### config.mk
export PLATFORM = sky130hd
export DESIGN_NAME = mac_security_rx_control
export DESIGN_NICKNAME = d
export VERILOG_FILES = /design/src/hdl/mac_sec_pkg.sv /design/src/hdl/mac_security_rx_control.sv
export SDC_FILE = /design/constraint.sdc
export NUM_CORES = 2
export LEC_CHECK = 0
export ABC_AREA = 0
export BUFFER_PORTS_ARGS = -buffer_cell sky130_fd_sc_hd__buf_2
export CORE_MARGIN = 2
export CORE_UTILIZATION = 62
export DETAILED_ROUTE_END_ITERATION = 7
export PLACE_DENSITY = 0.79
export SLEW_MARGIN = 20
export SYNTH_ARGS = -nofsm -noshare
export SYNTH_HDL_FRONTEND = slang
export SYNTH_SLANG_ARGS = --single-unit
### constraint.sdc
create_clock -name clock -period 4 [get_ports clock]
set_input_delay 0.8 -clock clock [delete_from_list [all_inputs] [get_ports clock]]
set_output_delay 0.8 -clock clock [all_outputs]
set_load 0.01 [all_outputs]
### src/hdl/mac_sec_pkg.sv
// Constants shared by the security and receive control block.
// Assumes a 32-bit classic Wishbone register bus with 8-bit registers in lane 0.
package mac_sec_pkg;
   // ==========================================================================
   // Register indices; byte address is four times the index
   localparam logic [9:0] IDX_RX_MODE     = 10'h000;  // Receive mode field
   localparam logic [9:0] IDX_RX_FILTER   = 10'h00d;  // Frame type filter and flush
   localparam logic [9:0] IDX_TRIG_BEACON = 10'h01a;
   localparam logic [9:0] IDX_TRIG_NORMAL = 10'h01b;
   localparam logic [9:0] IDX_TRIG_SLOT1  = 10'h01c;
   localparam logic [9:0] IDX_TRIG_SLOT2  = 10'h01d;
   localparam logic [9:0] IDX_SEC_PRI     = 10'h02c;  // security_control_primary
   localparam logic [9:0] IDX_SEC_SEC     = 10'h02d;  // security_control_secondary
   localparam logic [9:0] IDX_INT_STATUS  = 10'h031;
   localparam logic [9:0] IDX_SEC_TER     = 10'h037;  // security_control_tertiary
   localparam logic [9:0] IDX_KEY_BASE    = 10'h280;  // Normal buffer key slot
   localparam logic [9:0] IDX_KEY_SLOT1   = 10'h290;
   localparam logic [9:0] IDX_KEY_SLOT2   = 10'h2a0;  // Shared by slot2 and beacon
   localparam logic [9:0] IDX_KEY_RX      = 10'h2b0;
   localparam logic [9:0] IDX_RXBUF_BASE  = 10'h300;
   // ==========================================================================
   // Field positions
   localparam int TRIG_GO_BIT     = 0;
   localparam int TRIG_SEC_BIT    = 1;
   localparam int PRI_NTX_LSB     = 0;
   localparam int PRI_RX_LSB      = 3;
   localparam int PRI_START_BIT   = 6;
   localparam int PRI_IGNORE_BIT  = 7;
   localparam int SEC_ENCDIS_BIT  = 0;
   localparam int SEC_DECDIS_BIT  = 1;
   localparam int SEC_SNIFF_BIT   = 3;
   localparam int SEC_BCN_LSB     = 4;
   localparam int TER_G1_LSB      = 0;
   localparam int TER_G2_LSB      = 3;
   localparam int TER_UPPER_LAYER_ENCRYPT_BIT   = 6;
   localparam int TER_UPPER_LAYER_DECRYPT_BIT   = 7;
   localparam int FLT_FLUSH_BIT   = 0;
   localparam int FLT_CMD_BIT     = 1;
   localparam int FLT_DATA_BIT    = 2;
   localparam int FLT_BCN_BIT     = 3;
   localparam int ST_RECEIVE_GOOD_IRQ_BIT     = 3;
   localparam int ST_SEC_BIT      = 4;
   // ==========================================================================
   // Encodings
   typedef enum logic [2:0] {
      CIPH_NONE, CIPH_CTR, CIPH_CCM128, CIPH_CCM64, CIPH_CCM32,
      CIPH_CBC128, CIPH_CBC64, CIPH_CBC32
   } cipher_t;
   localparam logic [1:0] MODE_ADDR    = 2'h0;
   localparam logic [1:0] MODE_PROMISC = 2'h1;
   localparam logic [2:0] FT_BEACON    = 3'h0;
   localparam logic [2:0] FT_DATA      = 3'h1;
   localparam logic [2:0] FT_CMD       = 3'h3;
   localparam int FC_SEC_BIT   = 3;
   localparam int FC_ACK_BIT   = 5;
   localparam int FC_PANC_BIT  = 6;
   localparam logic [15:0] CRC_INIT = 16'h0000;
   localparam logic [15:0] CRC_POLY = 16'h8408;  // Reflected x^16+x^12+x^5+1
   localparam logic [15:0] BCAST    = 16'hffff;
endpackage

### src/hdl/mac_security_rx_control.sv
// Security control and receive path control of a low-rate wireless MAC.
// Assumes baseband bytes synchronous to clock and a classic Wishbone master.
// Overview of operation
// - Sixteen-byte key slots: normal 0x280, slot1 0x290, slot2 and beacon 0x2A0.
// - Cipher fields are 3 bits: none, counter, three CCM, three CBC-MAC.
// - Beacon mode in secondary bits 6-4; slot2 and slot1 in tertiary 5-3, 2-0.
// - Primary holds normal transmit mode bits 2-0, receive mode bits 5-3.
// - Encrypted transmit completion uses the same status flags as plain frames.
// - Primary bit 7 write abandons pending decryption; the bit reads zero.
// - Primary bit 6 write starts decryption of the pending frame.
// - Decrypt-disable suppresses the security flag for secured headers.
// - Encrypt-disable sends frames plain despite security-enable.
// - Tertiary bits 7 and 6 trigger upper-layer decrypt and encrypt.
// - Receive mode selects address recognition, promiscuous or error acceptance.
// - Checksum updates per byte and is judged after the whole frame.
// - In address-recognition mode only, an accepted frame asking acknowledgement requests an automatic ACK.
// - Buffer holds length, header, payload, checksum, quality, strength.
// - Three-bit filter may restrict to command, beacon or data frames.
// - Filtered frame with good checksum sets receive-OK status bit 3.
// - Buffer flushes after first and last byte read, or flush write.
// - Secured header sets security status bit 4 after its last byte.
// - Successful decryption raises receive-OK to mark completion.
// - Trigger bit 1 is security request; bit 0 launches and self-clears.
//
// The Wishbone slave port is this design's own decision.
`timescale 1ns/1ps
module mac_security_rx_control #(
   parameter int BUF_DEPTH = 130
) (
   // System
   input  wire logic        clock,
   input  wire logic        rst,
   // Wishbone slave
   input  wire logic        cyc_i,
   input  wire logic        stb_i,
   input  wire logic        we_i,
   input  wire logic [11:0] adr_i,
   input  wire logic [3:0]  sel_i,
   input  wire logic [31:0] dat_i,
   output logic      [31:0] dat_o,
   output logic             ack_o,
   // Baseband receive stream
   input  wire logic        bbValid,
   input  wire logic        bbFirst,
   input  wire logic [7:0]  bbData,
   // Own addressing
   input  wire logic [15:0] ownPanId,
   input  wire logic [15:0] ownShortAddr,
   // Transmit logic
   input  wire logic [2:0]  txDone,
   output logic      [3:0]  txStart,
   output logic      [3:0]  txSecure,
   output logic             upperEncrypt,
   output logic             upperDecrypt,
   output logic             ackRequest,
   // Cipher engine
   input  wire logic [5:0]  keyIdx,
   output logic      [7:0]  keyByte,
   output logic             decStart,
   input  wire logic        decDone,
   // Mode levels
   output logic      [2:0]  rxCipherMode,
   output logic             snifferEnable
);
   // ==========================================================================
   // Types and helpers
   typedef enum logic [2:0] {RX_IDLE, RX_DATA, RX_TAIL, RX_EVAL, RX_WAITSEC, RX_DECRYPT, RX_HOLD} rxst_t;

   // One byte of the reflected frame checksum
   function automatic logic [15:0] crcByte(input logic [15:0] c, input logic [7:0] d);
      logic [15:0] r;
      r = c ^ {8'h00, d};
      for (int k = 0; k < 8; k++) begin
         r = r[0] ? ((r >> 1) ^ mac_sec_pkg::CRC_POLY) : (r >> 1);
      end
      return r;
   endfunction

   // MAC header length from the two frame control bytes
   function automatic logic [7:0] hdrLen(input logic [7:0] fc0, input logic [7:0] fc1);
      logic [7:0] n;
      n = 8'h03;
      if (fc1[3:2] == 2'h2) n = n + 8'h04;
      if (fc1[3:2] == 2'h3) n = n + 8'h0a;
      if (fc1[7:6] == 2'h2) n = n + 8'h02;
      if (fc1[7:6] == 2'h3) n = n + 8'h08;
      if (fc1[7:6] != 2'h0 && !(fc0[mac_sec_pkg::FC_PANC_BIT] && fc1[3:2] != 2'h0)) n = n + 8'h02;
      return n;
   endfunction

   // ==========================================================================
   // State
   logic [7:0]  rxBuf_ff [BUF_DEPTH];
   logic [7:0]  keyMem_ff [64];
   rxst_t       rxState_ff;
   logic [7:0]  rxCnt_ff;
   logic [15:0] crc_ff;
   logic [1:0]  rxMode_ff;
   logic [2:0]  typeFilter_ff;
   logic [4:0]  status_ff;
   logic [3:0]  secEn_ff;
   logic [2:0]  ntxMode_ff, bcnMode_ff, g1Mode_ff, g2Mode_ff, rxMode3_ff;
   logic        encDisable_ff, decDisable_ff, sniff_ff;
   logic        secPending_ff, secGo_ff, secSkip_ff;
   logic        readFirst_ff, readLast_ff;
   logic        ack_ff;
   logic [31:0] rdat_ff;

   // ==========================================================================
   // Bus decode: answer one cycle after request, commit on the acked edge
   logic [9:0] idx;
   logic       commit, wrEn, rdEn, flushReq, bufIdx, keyIdxHit;
   logic [7:0] wb, bufOff, lastOff;
   logic       frameEnd, hdrEnd, accepted, typeOk, addrOk, crcGood;

   assign idx       = adr_i[11:2];
   assign commit    = cyc_i && stb_i && ack_ff;
   assign wrEn      = commit && we_i && sel_i[0];
   assign rdEn      = commit && !we_i;
   assign wb        = dat_i[7:0];
   assign bufIdx    = (idx[9:8] == 2'h3);
   assign keyIdxHit = (idx[9:6] == 4'ha);
   assign bufOff    = idx[7:0];
   assign lastOff   = rxBuf_ff[0] + 8'h02;  // Strength byte sits after quality
   assign flushReq  = (wrEn && idx == mac_sec_pkg::IDX_RX_FILTER && wb[mac_sec_pkg::FLT_FLUSH_BIT]) ||
                      (rxState_ff == RX_HOLD && readFirst_ff && readLast_ff);

   // Register read mux
   function automatic logic [7:0] regRead(input logic [9:0] a);
      logic [7:0] v;
      v = 8'h00;
      unique case (a)
         mac_sec_pkg::IDX_RX_MODE:     v = {6'h00, rxMode_ff};
         mac_sec_pkg::IDX_RX_FILTER:   v = {4'h0, typeFilter_ff, 1'b0};
         mac_sec_pkg::IDX_TRIG_BEACON: v = {6'h00, secEn_ff[3], 1'b0};
         mac_sec_pkg::IDX_TRIG_NORMAL: v = {6'h00, secEn_ff[0], 1'b0};
         mac_sec_pkg::IDX_TRIG_SLOT1:  v = {6'h00, secEn_ff[1], 1'b0};
         mac_sec_pkg::IDX_TRIG_SLOT2:  v = {6'h00, secEn_ff[2], 1'b0};
         mac_sec_pkg::IDX_SEC_PRI:     v = {2'h0, rxMode3_ff, ntxMode_ff};  // Trigger bits read zero
         mac_sec_pkg::IDX_SEC_SEC:     v = {1'b0, bcnMode_ff, sniff_ff, 1'b0, decDisable_ff, encDisable_ff};
         mac_sec_pkg::IDX_SEC_TER:     v = {2'h0, g2Mode_ff, g1Mode_ff};
         mac_sec_pkg::IDX_INT_STATUS:  v = {3'h0, status_ff};
         default: begin
            if (a[9:8] == 2'h3 && a[7:0] < BUF_DEPTH) begin
               v = rxBuf_ff[a[7:0]];
            end
         end
      endcase
      return v;
   endfunction

   // Acknowledge and read data; unmapped reads return zero
   always_ff @(posedge clock or posedge rst) begin
      if (rst) begin
         ack_ff  <= 1'b0;
         rdat_ff <= 32'h00000000;
      end else begin
         ack_ff <= cyc_i && stb_i && !ack_ff;
         if (cyc_i && stb_i && !ack_ff && !we_i) begin
            rdat_ff <= {24'h000000, regRead(idx)};
         end
      end
   end
   assign ack_o = ack_ff;
   assign dat_o = rdat_ff;

   // ==========================================================================
   // Configuration registers
   always_ff @(posedge clock or posedge rst) begin
      if (rst) begin
         rxMode_ff     <= 2'h0;
         typeFilter_ff <= 3'h0;
         secEn_ff      <= 4'h0;
         ntxMode_ff    <= 3'h0;
         rxMode3_ff    <= 3'h0;
         bcnMode_ff    <= 3'h0;
         g1Mode_ff     <= 3'h0;
         g2Mode_ff     <= 3'h0;
         encDisable_ff <= 1'b0;
         decDisable_ff <= 1'b0;
         sniff_ff      <= 1'b0;
      end else if (wrEn) begin
         unique case (idx)
            mac_sec_pkg::IDX_RX_MODE:     rxMode_ff <= wb[1:0];
            mac_sec_pkg::IDX_RX_FILTER:   typeFilter_ff <= wb[3:1];
            mac_sec_pkg::IDX_TRIG_NORMAL: secEn_ff[0] <= wb[mac_sec_pkg::TRIG_SEC_BIT];
            mac_sec_pkg::IDX_TRIG_SLOT1:  secEn_ff[1] <= wb[mac_sec_pkg::TRIG_SEC_BIT];
            mac_sec_pkg::IDX_TRIG_SLOT2:  secEn_ff[2] <= wb[mac_sec_pkg::TRIG_SEC_BIT];
            mac_sec_pkg::IDX_TRIG_BEACON: secEn_ff[3] <= wb[mac_sec_pkg::TRIG_SEC_BIT];
            mac_sec_pkg::IDX_SEC_PRI: begin
               ntxMode_ff <= wb[mac_sec_pkg::PRI_NTX_LSB +: 3];
               rxMode3_ff <= wb[mac_sec_pkg::PRI_RX_LSB +: 3];
            end
            mac_sec_pkg::IDX_SEC_SEC: begin
               bcnMode_ff    <= wb[mac_sec_pkg::SEC_BCN_LSB +: 3];
               sniff_ff      <= wb[mac_sec_pkg::SEC_SNIFF_BIT];
               decDisable_ff <= wb[mac_sec_pkg::SEC_DECDIS_BIT];
               encDisable_ff <= wb[mac_sec_pkg::SEC_ENCDIS_BIT];
            end
            mac_sec_pkg::IDX_SEC_TER: begin
               g1Mode_ff <= wb[mac_sec_pkg::TER_G1_LSB +: 3];
               g2Mode_ff <= wb[mac_sec_pkg::TER_G2_LSB +: 3];
            end
            default: ;
         endcase
      end
   end
   assign rxCipherMode  = rxMode3_ff;
   assign snifferEnable = sniff_ff;

   // Key memory: four sixteen-byte slots, write-only to software for secrecy
   always_ff @(posedge clock) begin
      if (wrEn && keyIdxHit) begin
         keyMem_ff[idx[5:0]] <= wb;
      end
   end
   always_ff @(posedge clock or posedge rst) begin
      if (rst) keyByte <= 8'h00;
      else keyByte <= keyMem_ff[keyIdx];
   end

   // ==========================================================================
   // Transmit triggers: one-cycle launch pulses with the security request
   always_ff @(posedge clock or posedge rst) begin
      if (rst) begin
         txStart      <= 4'h0;
         txSecure     <= 4'h0;
         upperEncrypt <= 1'b0;
         upperDecrypt <= 1'b0;
      end else begin
         txStart      <= 4'h0;  // Launch bit clears itself
         upperEncrypt <= 1'b0;
         upperDecrypt <= 1'b0;
         for (int b = 0; b < 4; b++) begin
            if (wrEn && idx == (b == 3 ? mac_sec_pkg::IDX_TRIG_BEACON : mac_sec_pkg::IDX_TRIG_NORMAL + 10'(b)) &&
                wb[mac_sec_pkg::TRIG_GO_BIT]) begin
               txStart[b]  <= 1'b1;
               txSecure[b] <= wb[mac_sec_pkg::TRIG_SEC_BIT] && !encDisable_ff;
            end
         end
         if (wrEn && idx == mac_sec_pkg::IDX_SEC_TER) begin
            upperDecrypt <= wb[mac_sec_pkg::TER_UPPER_LAYER_DECRYPT_BIT];
            upperEncrypt <= wb[mac_sec_pkg::TER_UPPER_LAYER_ENCRYPT_BIT];
         end
      end
   end

   // ==========================================================================
   // Receive classification
   assign hdrEnd   = (rxState_ff == RX_DATA) && bbValid && rxCnt_ff > 8'h02 &&
                     rxCnt_ff == hdrLen(rxBuf_ff[1], rxBuf_ff[2]);
   assign frameEnd = (rxState_ff == RX_TAIL) && bbValid && rxCnt_ff == lastOff;
   assign crcGood  = (crc_ff == 16'h0000);  // Residue over frame plus checksum
   always_comb begin
      typeOk = (typeFilter_ff == 3'h0) ||
               (typeFilter_ff[mac_sec_pkg::FLT_CMD_BIT - 1] && rxBuf_ff[1][2:0] == mac_sec_pkg::FT_CMD) ||
               (typeFilter_ff[mac_sec_pkg::FLT_DATA_BIT - 1] && rxBuf_ff[1][2:0] == mac_sec_pkg::FT_DATA) ||
               (typeFilter_ff[mac_sec_pkg::FLT_BCN_BIT - 1] && rxBuf_ff[1][2:0] == mac_sec_pkg::FT_BEACON);
      addrOk = (rxBuf_ff[1][2:0] == mac_sec_pkg::FT_BEACON) || (rxBuf_ff[2][3:2] == 2'h0) ||
               (({rxBuf_ff[5], rxBuf_ff[4]} == ownPanId || {rxBuf_ff[5], rxBuf_ff[4]} == mac_sec_pkg::BCAST) &&
                (rxBuf_ff[2][3:2] == 2'h3 || {rxBuf_ff[7], rxBuf_ff[6]} == ownShortAddr ||
                 {rxBuf_ff[7], rxBuf_ff[6]} == mac_sec_pkg::BCAST));
      if (rxMode_ff[1]) accepted = 1'b1;  // Error mode keeps every detected frame
      else accepted = crcGood && typeOk && (rxMode_ff == mac_sec_pkg::MODE_PROMISC || addrOk);
   end

   // Receive sequencer and buffer fill
   always_ff @(posedge clock or posedge rst) begin
      if (rst) begin
         rxState_ff    <= RX_IDLE;
         rxCnt_ff      <= 8'h00;
         crc_ff        <= mac_sec_pkg::CRC_INIT;
         secPending_ff <= 1'b0;
         decStart      <= 1'b0;
         ackRequest    <= 1'b0;
      end else begin
         decStart   <= 1'b0;
         ackRequest <= 1'b0;
         if (flushReq) begin
            rxState_ff    <= RX_IDLE;
            secPending_ff <= 1'b0;
         end else begin
            unique case (rxState_ff)
               RX_IDLE: if (bbValid && bbFirst) begin
                  rxBuf_ff[0]   <= bbData;
                  rxCnt_ff      <= 8'h01;
                  crc_ff        <= mac_sec_pkg::CRC_INIT;
                  secPending_ff <= 1'b0;
                  rxState_ff    <= (bbData == 8'h00) ? RX_TAIL : RX_DATA;
               end
               RX_DATA: if (bbValid) begin
                  rxBuf_ff[rxCnt_ff] <= bbData;
                  crc_ff             <= crcByte(crc_ff, bbData);
                  rxCnt_ff           <= rxCnt_ff + 8'h01;
                  if (hdrEnd && rxBuf_ff[1][mac_sec_pkg::FC_SEC_BIT] && !decDisable_ff) begin
                     secPending_ff <= 1'b1;
                  end
                  if (rxCnt_ff == rxBuf_ff[0]) rxState_ff <= RX_TAIL;
               end
               RX_TAIL: if (bbValid) begin
                  rxBuf_ff[rxCnt_ff] <= bbData;  // Quality then strength
                  rxCnt_ff           <= rxCnt_ff + 8'h01;
                  if (frameEnd) rxState_ff <= RX_EVAL;
               end
               RX_EVAL: begin
                  if (!accepted) begin
                     rxState_ff <= RX_IDLE;  // Rejected frames are dropped silently
                  end else begin
                     if (rxMode_ff == mac_sec_pkg::MODE_ADDR && rxBuf_ff[1][mac_sec_pkg::FC_ACK_BIT]) begin
                        ackRequest <= 1'b1;
                     end
                     rxState_ff <= secPending_ff ? RX_WAITSEC : RX_HOLD;
                  end
               end
               RX_WAITSEC: begin
                  if (secSkip_ff) rxState_ff <= RX_HOLD;
                  else if (secGo_ff) begin
                     decStart   <= 1'b1;
                     rxState_ff <= RX_DECRYPT;
                  end
               end
               RX_DECRYPT: if (decDone) rxState_ff <= RX_HOLD;
               RX_HOLD: ;
               default: rxState_ff <= RX_IDLE;
            endcase
         end
      end
   end

   // Host decryption commands are latched until the held frame consumes them
   always_ff @(posedge clock or posedge rst) begin
      if (rst) begin
         secGo_ff   <= 1'b0;
         secSkip_ff <= 1'b0;
      end else if (flushReq || rxState_ff == RX_IDLE || (rxState_ff == RX_WAITSEC && (secGo_ff || secSkip_ff))) begin
         secGo_ff   <= 1'b0;
         secSkip_ff <= 1'b0;
      end else if (wrEn && idx == mac_sec_pkg::IDX_SEC_PRI && secPending_ff) begin
         secSkip_ff <= secSkip_ff | wb[mac_sec_pkg::PRI_IGNORE_BIT];
         secGo_ff   <= secGo_ff | wb[mac_sec_pkg::PRI_START_BIT];
      end
   end

   // First and last byte reads while a frame is held
   always_ff @(posedge clock or posedge rst) begin
      if (rst) begin
         readFirst_ff <= 1'b0;
         readLast_ff  <= 1'b0;
      end else if (rxState_ff != RX_HOLD || flushReq) begin
         readFirst_ff <= 1'b0;
         readLast_ff  <= 1'b0;
      end else if (rdEn && bufIdx) begin
         if (bufOff == 8'h00) readFirst_ff <= 1'b1;
         if (bufOff == lastOff) readLast_ff <= 1'b1;
      end
   end

   // ==========================================================================
   // Status: sticky; a read clears only the flags it returned, so a late event survives; set wins
   logic [4:0] statSet;
   assign statSet = {hdrEnd && rxBuf_ff[1][mac_sec_pkg::FC_SEC_BIT] && !decDisable_ff,
                     (rxState_ff == RX_EVAL && accepted && !secPending_ff) ||
                     (rxState_ff == RX_WAITSEC && secSkip_ff) ||
                     (rxState_ff == RX_DECRYPT && decDone),
                     txDone};  // Same flags for plain and encrypted sends
   always_ff @(posedge clock or posedge rst) begin
      if (rst) status_ff <= 5'h00;
      else if (rdEn && idx == mac_sec_pkg::IDX_INT_STATUS) status_ff <= (status_ff & ~rdat_ff[4:0]) | statSet;
      else status_ff <= status_ff | statSet;
   end
endmodule

==> impl_metrics.csv <==
group,metric,value,unit
final_layout,area_growth,13.9,%
placed_design,gp_congestion,0.965,
sta,tightest_slew,1.26,ns
synth,ys_types,75,
worst_setup_path,cp-end-kind,"flop",
final_layout,final_nets,3949,
min_path,hold_class,"input port to flop",
synth,synth_seq_cells,1693,
floorplanning,die_y,335,um
final_layout,fin_area,77300,sq um
sta,rsz0062_at_grt,"no",
sta,skew,0.0467,ns
sta,whs,0.212,ns
routing,post_drt_wl_per_cell,33.5,um
final_layout,fin_cells,5385,
floorplanning,num_rows,121,
synth,ys.warnings.count,0,
worst_setup_path,critPathKind,"input port to flop",
synth,synth_edf_count,1600,
worst_setup_path,cp_slowest_cell,"nor4_1",
pwr,p_leak,25.5,nW
floorplanning,initial_core_util,62.4,%
worst_setup_path,crit_required,4.61,ns
sta,fin_crit,3.27,ns
cts,ctsHtreeMaxLevel,4,
routing,drt_first_iter_violations,5875,
synth,yosysSeqAreaShare,74.2,%
final_layout,final_util,71.1,%
cts,cts_tree,"built",
global_routing,grt_pass1_wl,260000,um
global_routing,grt_max_degree,126,
worst_setup_path,critPathLaunch,"adr_i[2]",
worst_setup_path,cp-start-kind,"input port",
floorplanning,die_w,335,um
worst_setup_path,crit_chain,"buf_8 > buf_12 > buf_12 > and2_1 > nand3_1 > nor2_1 > a22oi_1 > nand3_1 > nor4_1 > a31oi_1",
sta,min_period_over_period,81.9,%
sta,hold_violations,0,
cts,path_clk_slew,0.06,ns
floorplanning,pin_count,162,
global_routing,grt.overflow.total,0,
placed_design,placed_area,72200,sq um
synth,async_flop_share,5.49,%
worst_setup_path,critPathMaxFanout,63,
worst_setup_path,slowest_delay,0.86,ns
cts,cts_hold_buf,0,
synth,synth_ff_type,"edfxtp_1",
global_routing,antenna_found_initial,10,
outcome,violations,"DRC",
worst_setup_path,arrival,3.88,ns
final_layout,layout.area.seq,50400,sq um
sta,tns,0,ns
cts,cts_buffers,162,
routing,post_drt_via_cell_ratio,6.99,
routing,remaining_drc_errors,36,
placed_design,io_buffers,108,
sta,max_freq,305,MHz
cts,root_buffer,"clkbuf_16",
synth,syn_inst,3414,
synth,avgSynthCellArea,19.9,sq um
final_layout,fillers,6089,
synth,netlist_area,67900,sq um
sta,setup_viol,0,
sta,relSlewSlack,16.0,%
routing,wl,181000,um
cts,cts.sinks,1693,
placed_design,place_hpwl,110000,um
cts,clk_latency,0.79,ns
sta,layout_setup_ws,0.726,ns
final_layout,multi_input_area,16600,sq um
routing,vias,37700,
final_layout,drive_gt1_share,29.5,%
floorplanning,core,109000,sq um
pwr,ir_drop,0.462,mV
placed_design,dpl_worst_slack,0.168,ns
cts,clockBufferDepth,3,
routing,ant_nets,0,
pwr,power,37.5,mW
min_path,hold_start,"txDone[1]",
worst_setup_path,r2r_start,"rxState_ff[0]",
flow_run,cap_violations,0,
placed_design,dp.cells,5089,
routing,drtPass1Iterations,8,
pwr,power_density,486,nW/um^2
cts,post-cts-setup-buffers,0,
floorplanning,die_area,112000,sq um
cts,cts_resized,0,
global_routing,grt_usage,32.6,%
global_routing,grt_pass1_vias,37700,
outcome,status,"finished with violations",
sta,slew_viol_final,0,
-- worst max-delay path: cells and delay by family --
kind / cells / cell delay [ns]
AOI/OAI and AO/OA: 2 / 0.36
buffers and inverters: 3 / 0.58
and+or+nand+nor: 5 / 2.13
-- per-layer routing --
metal	global-route usage, %	share of wire, %
met4	12.6	4.3
met3	9.49	12
met2	51.2	48
met5	0	0.058
met1	43.9	35
-- area by class of cell --
type	instances	share of cell area (%)
Antenna cell	3	0.00971
Clock buffer	202	5.54
Clock inverter	91	1.06
Inverter	10	0.0534
Multi-Input combinational cell	1528	21.4
Sequential cell	1693	65.2
Tap cell	1414	2.29
Timing Repair Buffer	444	4.46
-- path summary, 6_finish.rpt --
check,slack (ns),depth (start not counted),endpoint
worst max-delay path,0.73,10,dat_o[2]
worst min-delay path,0.21,2,status_ff[1]
worst max register to register,0.79,9,rxBuf_ff[67][6]
worst min register to register,0.49,2,g2Mode_ff[0]
max in group asynchronous,2.53,4,rxCipherMode[0]
min in group asynchronous,0.33,3,readFirst_ff
-- sequential cells by signal, indices dropped and copies added, names as in the netlist, 4 cells and up --
| name | count |
|---|---|
| rxBuf_ff | 1088 |
| keyMem_ff | 512 |
| crc_ff | 16 |
| dat_o | 8 |
| keyByte | 8 |
| rxCnt_ff | 8 |
| status_ff | 5 |
| secEn_ff | 4 |
| txSecure | 4 |
| txStart | 4 |
-- synth_stat cells, types with 43 or more instances --
cell | count | area, sq um
a21oi_1 | 44 | 220
a22oi_1 | 43 | 323
clkbuf_1 | 89 | 334
dfrtp_1 | 93 | 2330
edfxtp_1 | 1600 | 48000
mux2_2 | 48 | 541
mux2i_1 | 77 | 771
mux4_2 | 438 | 9860
nand2_1 | 126 | 473
nand3_1 | 50 | 250
nor2_1 | 267 | 1000
xnor2_1 | 73 | 639
-- power breakdown --
part | switching (mW) | internal [mW] | total [mW]
combinational | 1.78 | 1.09 | 2.88
sequential | 0.288 | 19.5 | 19.8
clock | 6.60 | 8.24 | 14.8
total | 8.67 | 28.9 | 37.5
-- logic make-up after synthesis --
family | Yosys count | share of synthesized area, %
AOI/OAI and AO/OA | 239 | 2.41
and+or+nand+nor | 606 | 4.14
other | 1 | 0.00553
DFF | 1693 | 74.2
muxes | 563 | 16.5
xor gates and xnor gates | 90 | 1.16
buffers and inverters | 217 | 1.51
adders and majority gates | 5 | 0.0922
-- cell usage in the layout, fill, tap and decap left out, drive strengths merged, types with 15 or more instances in the layout --
cell type,count
mux2i,77
conb,25
nand4,33
clkinv,68
dfrtp,93
mux2,48
xnor2,73
inv,18
nand2,129
a31oi,15
edfxtp,1600
a21oi,44
nor4,15
a22oi,43
buf,443
xor2,17
o22ai,17
o31ai,16
nor2,267
clkbuf,203
mux4,438
o21ai,32
nand3,51
nor3,26
(Power assumes the default switching activity.)
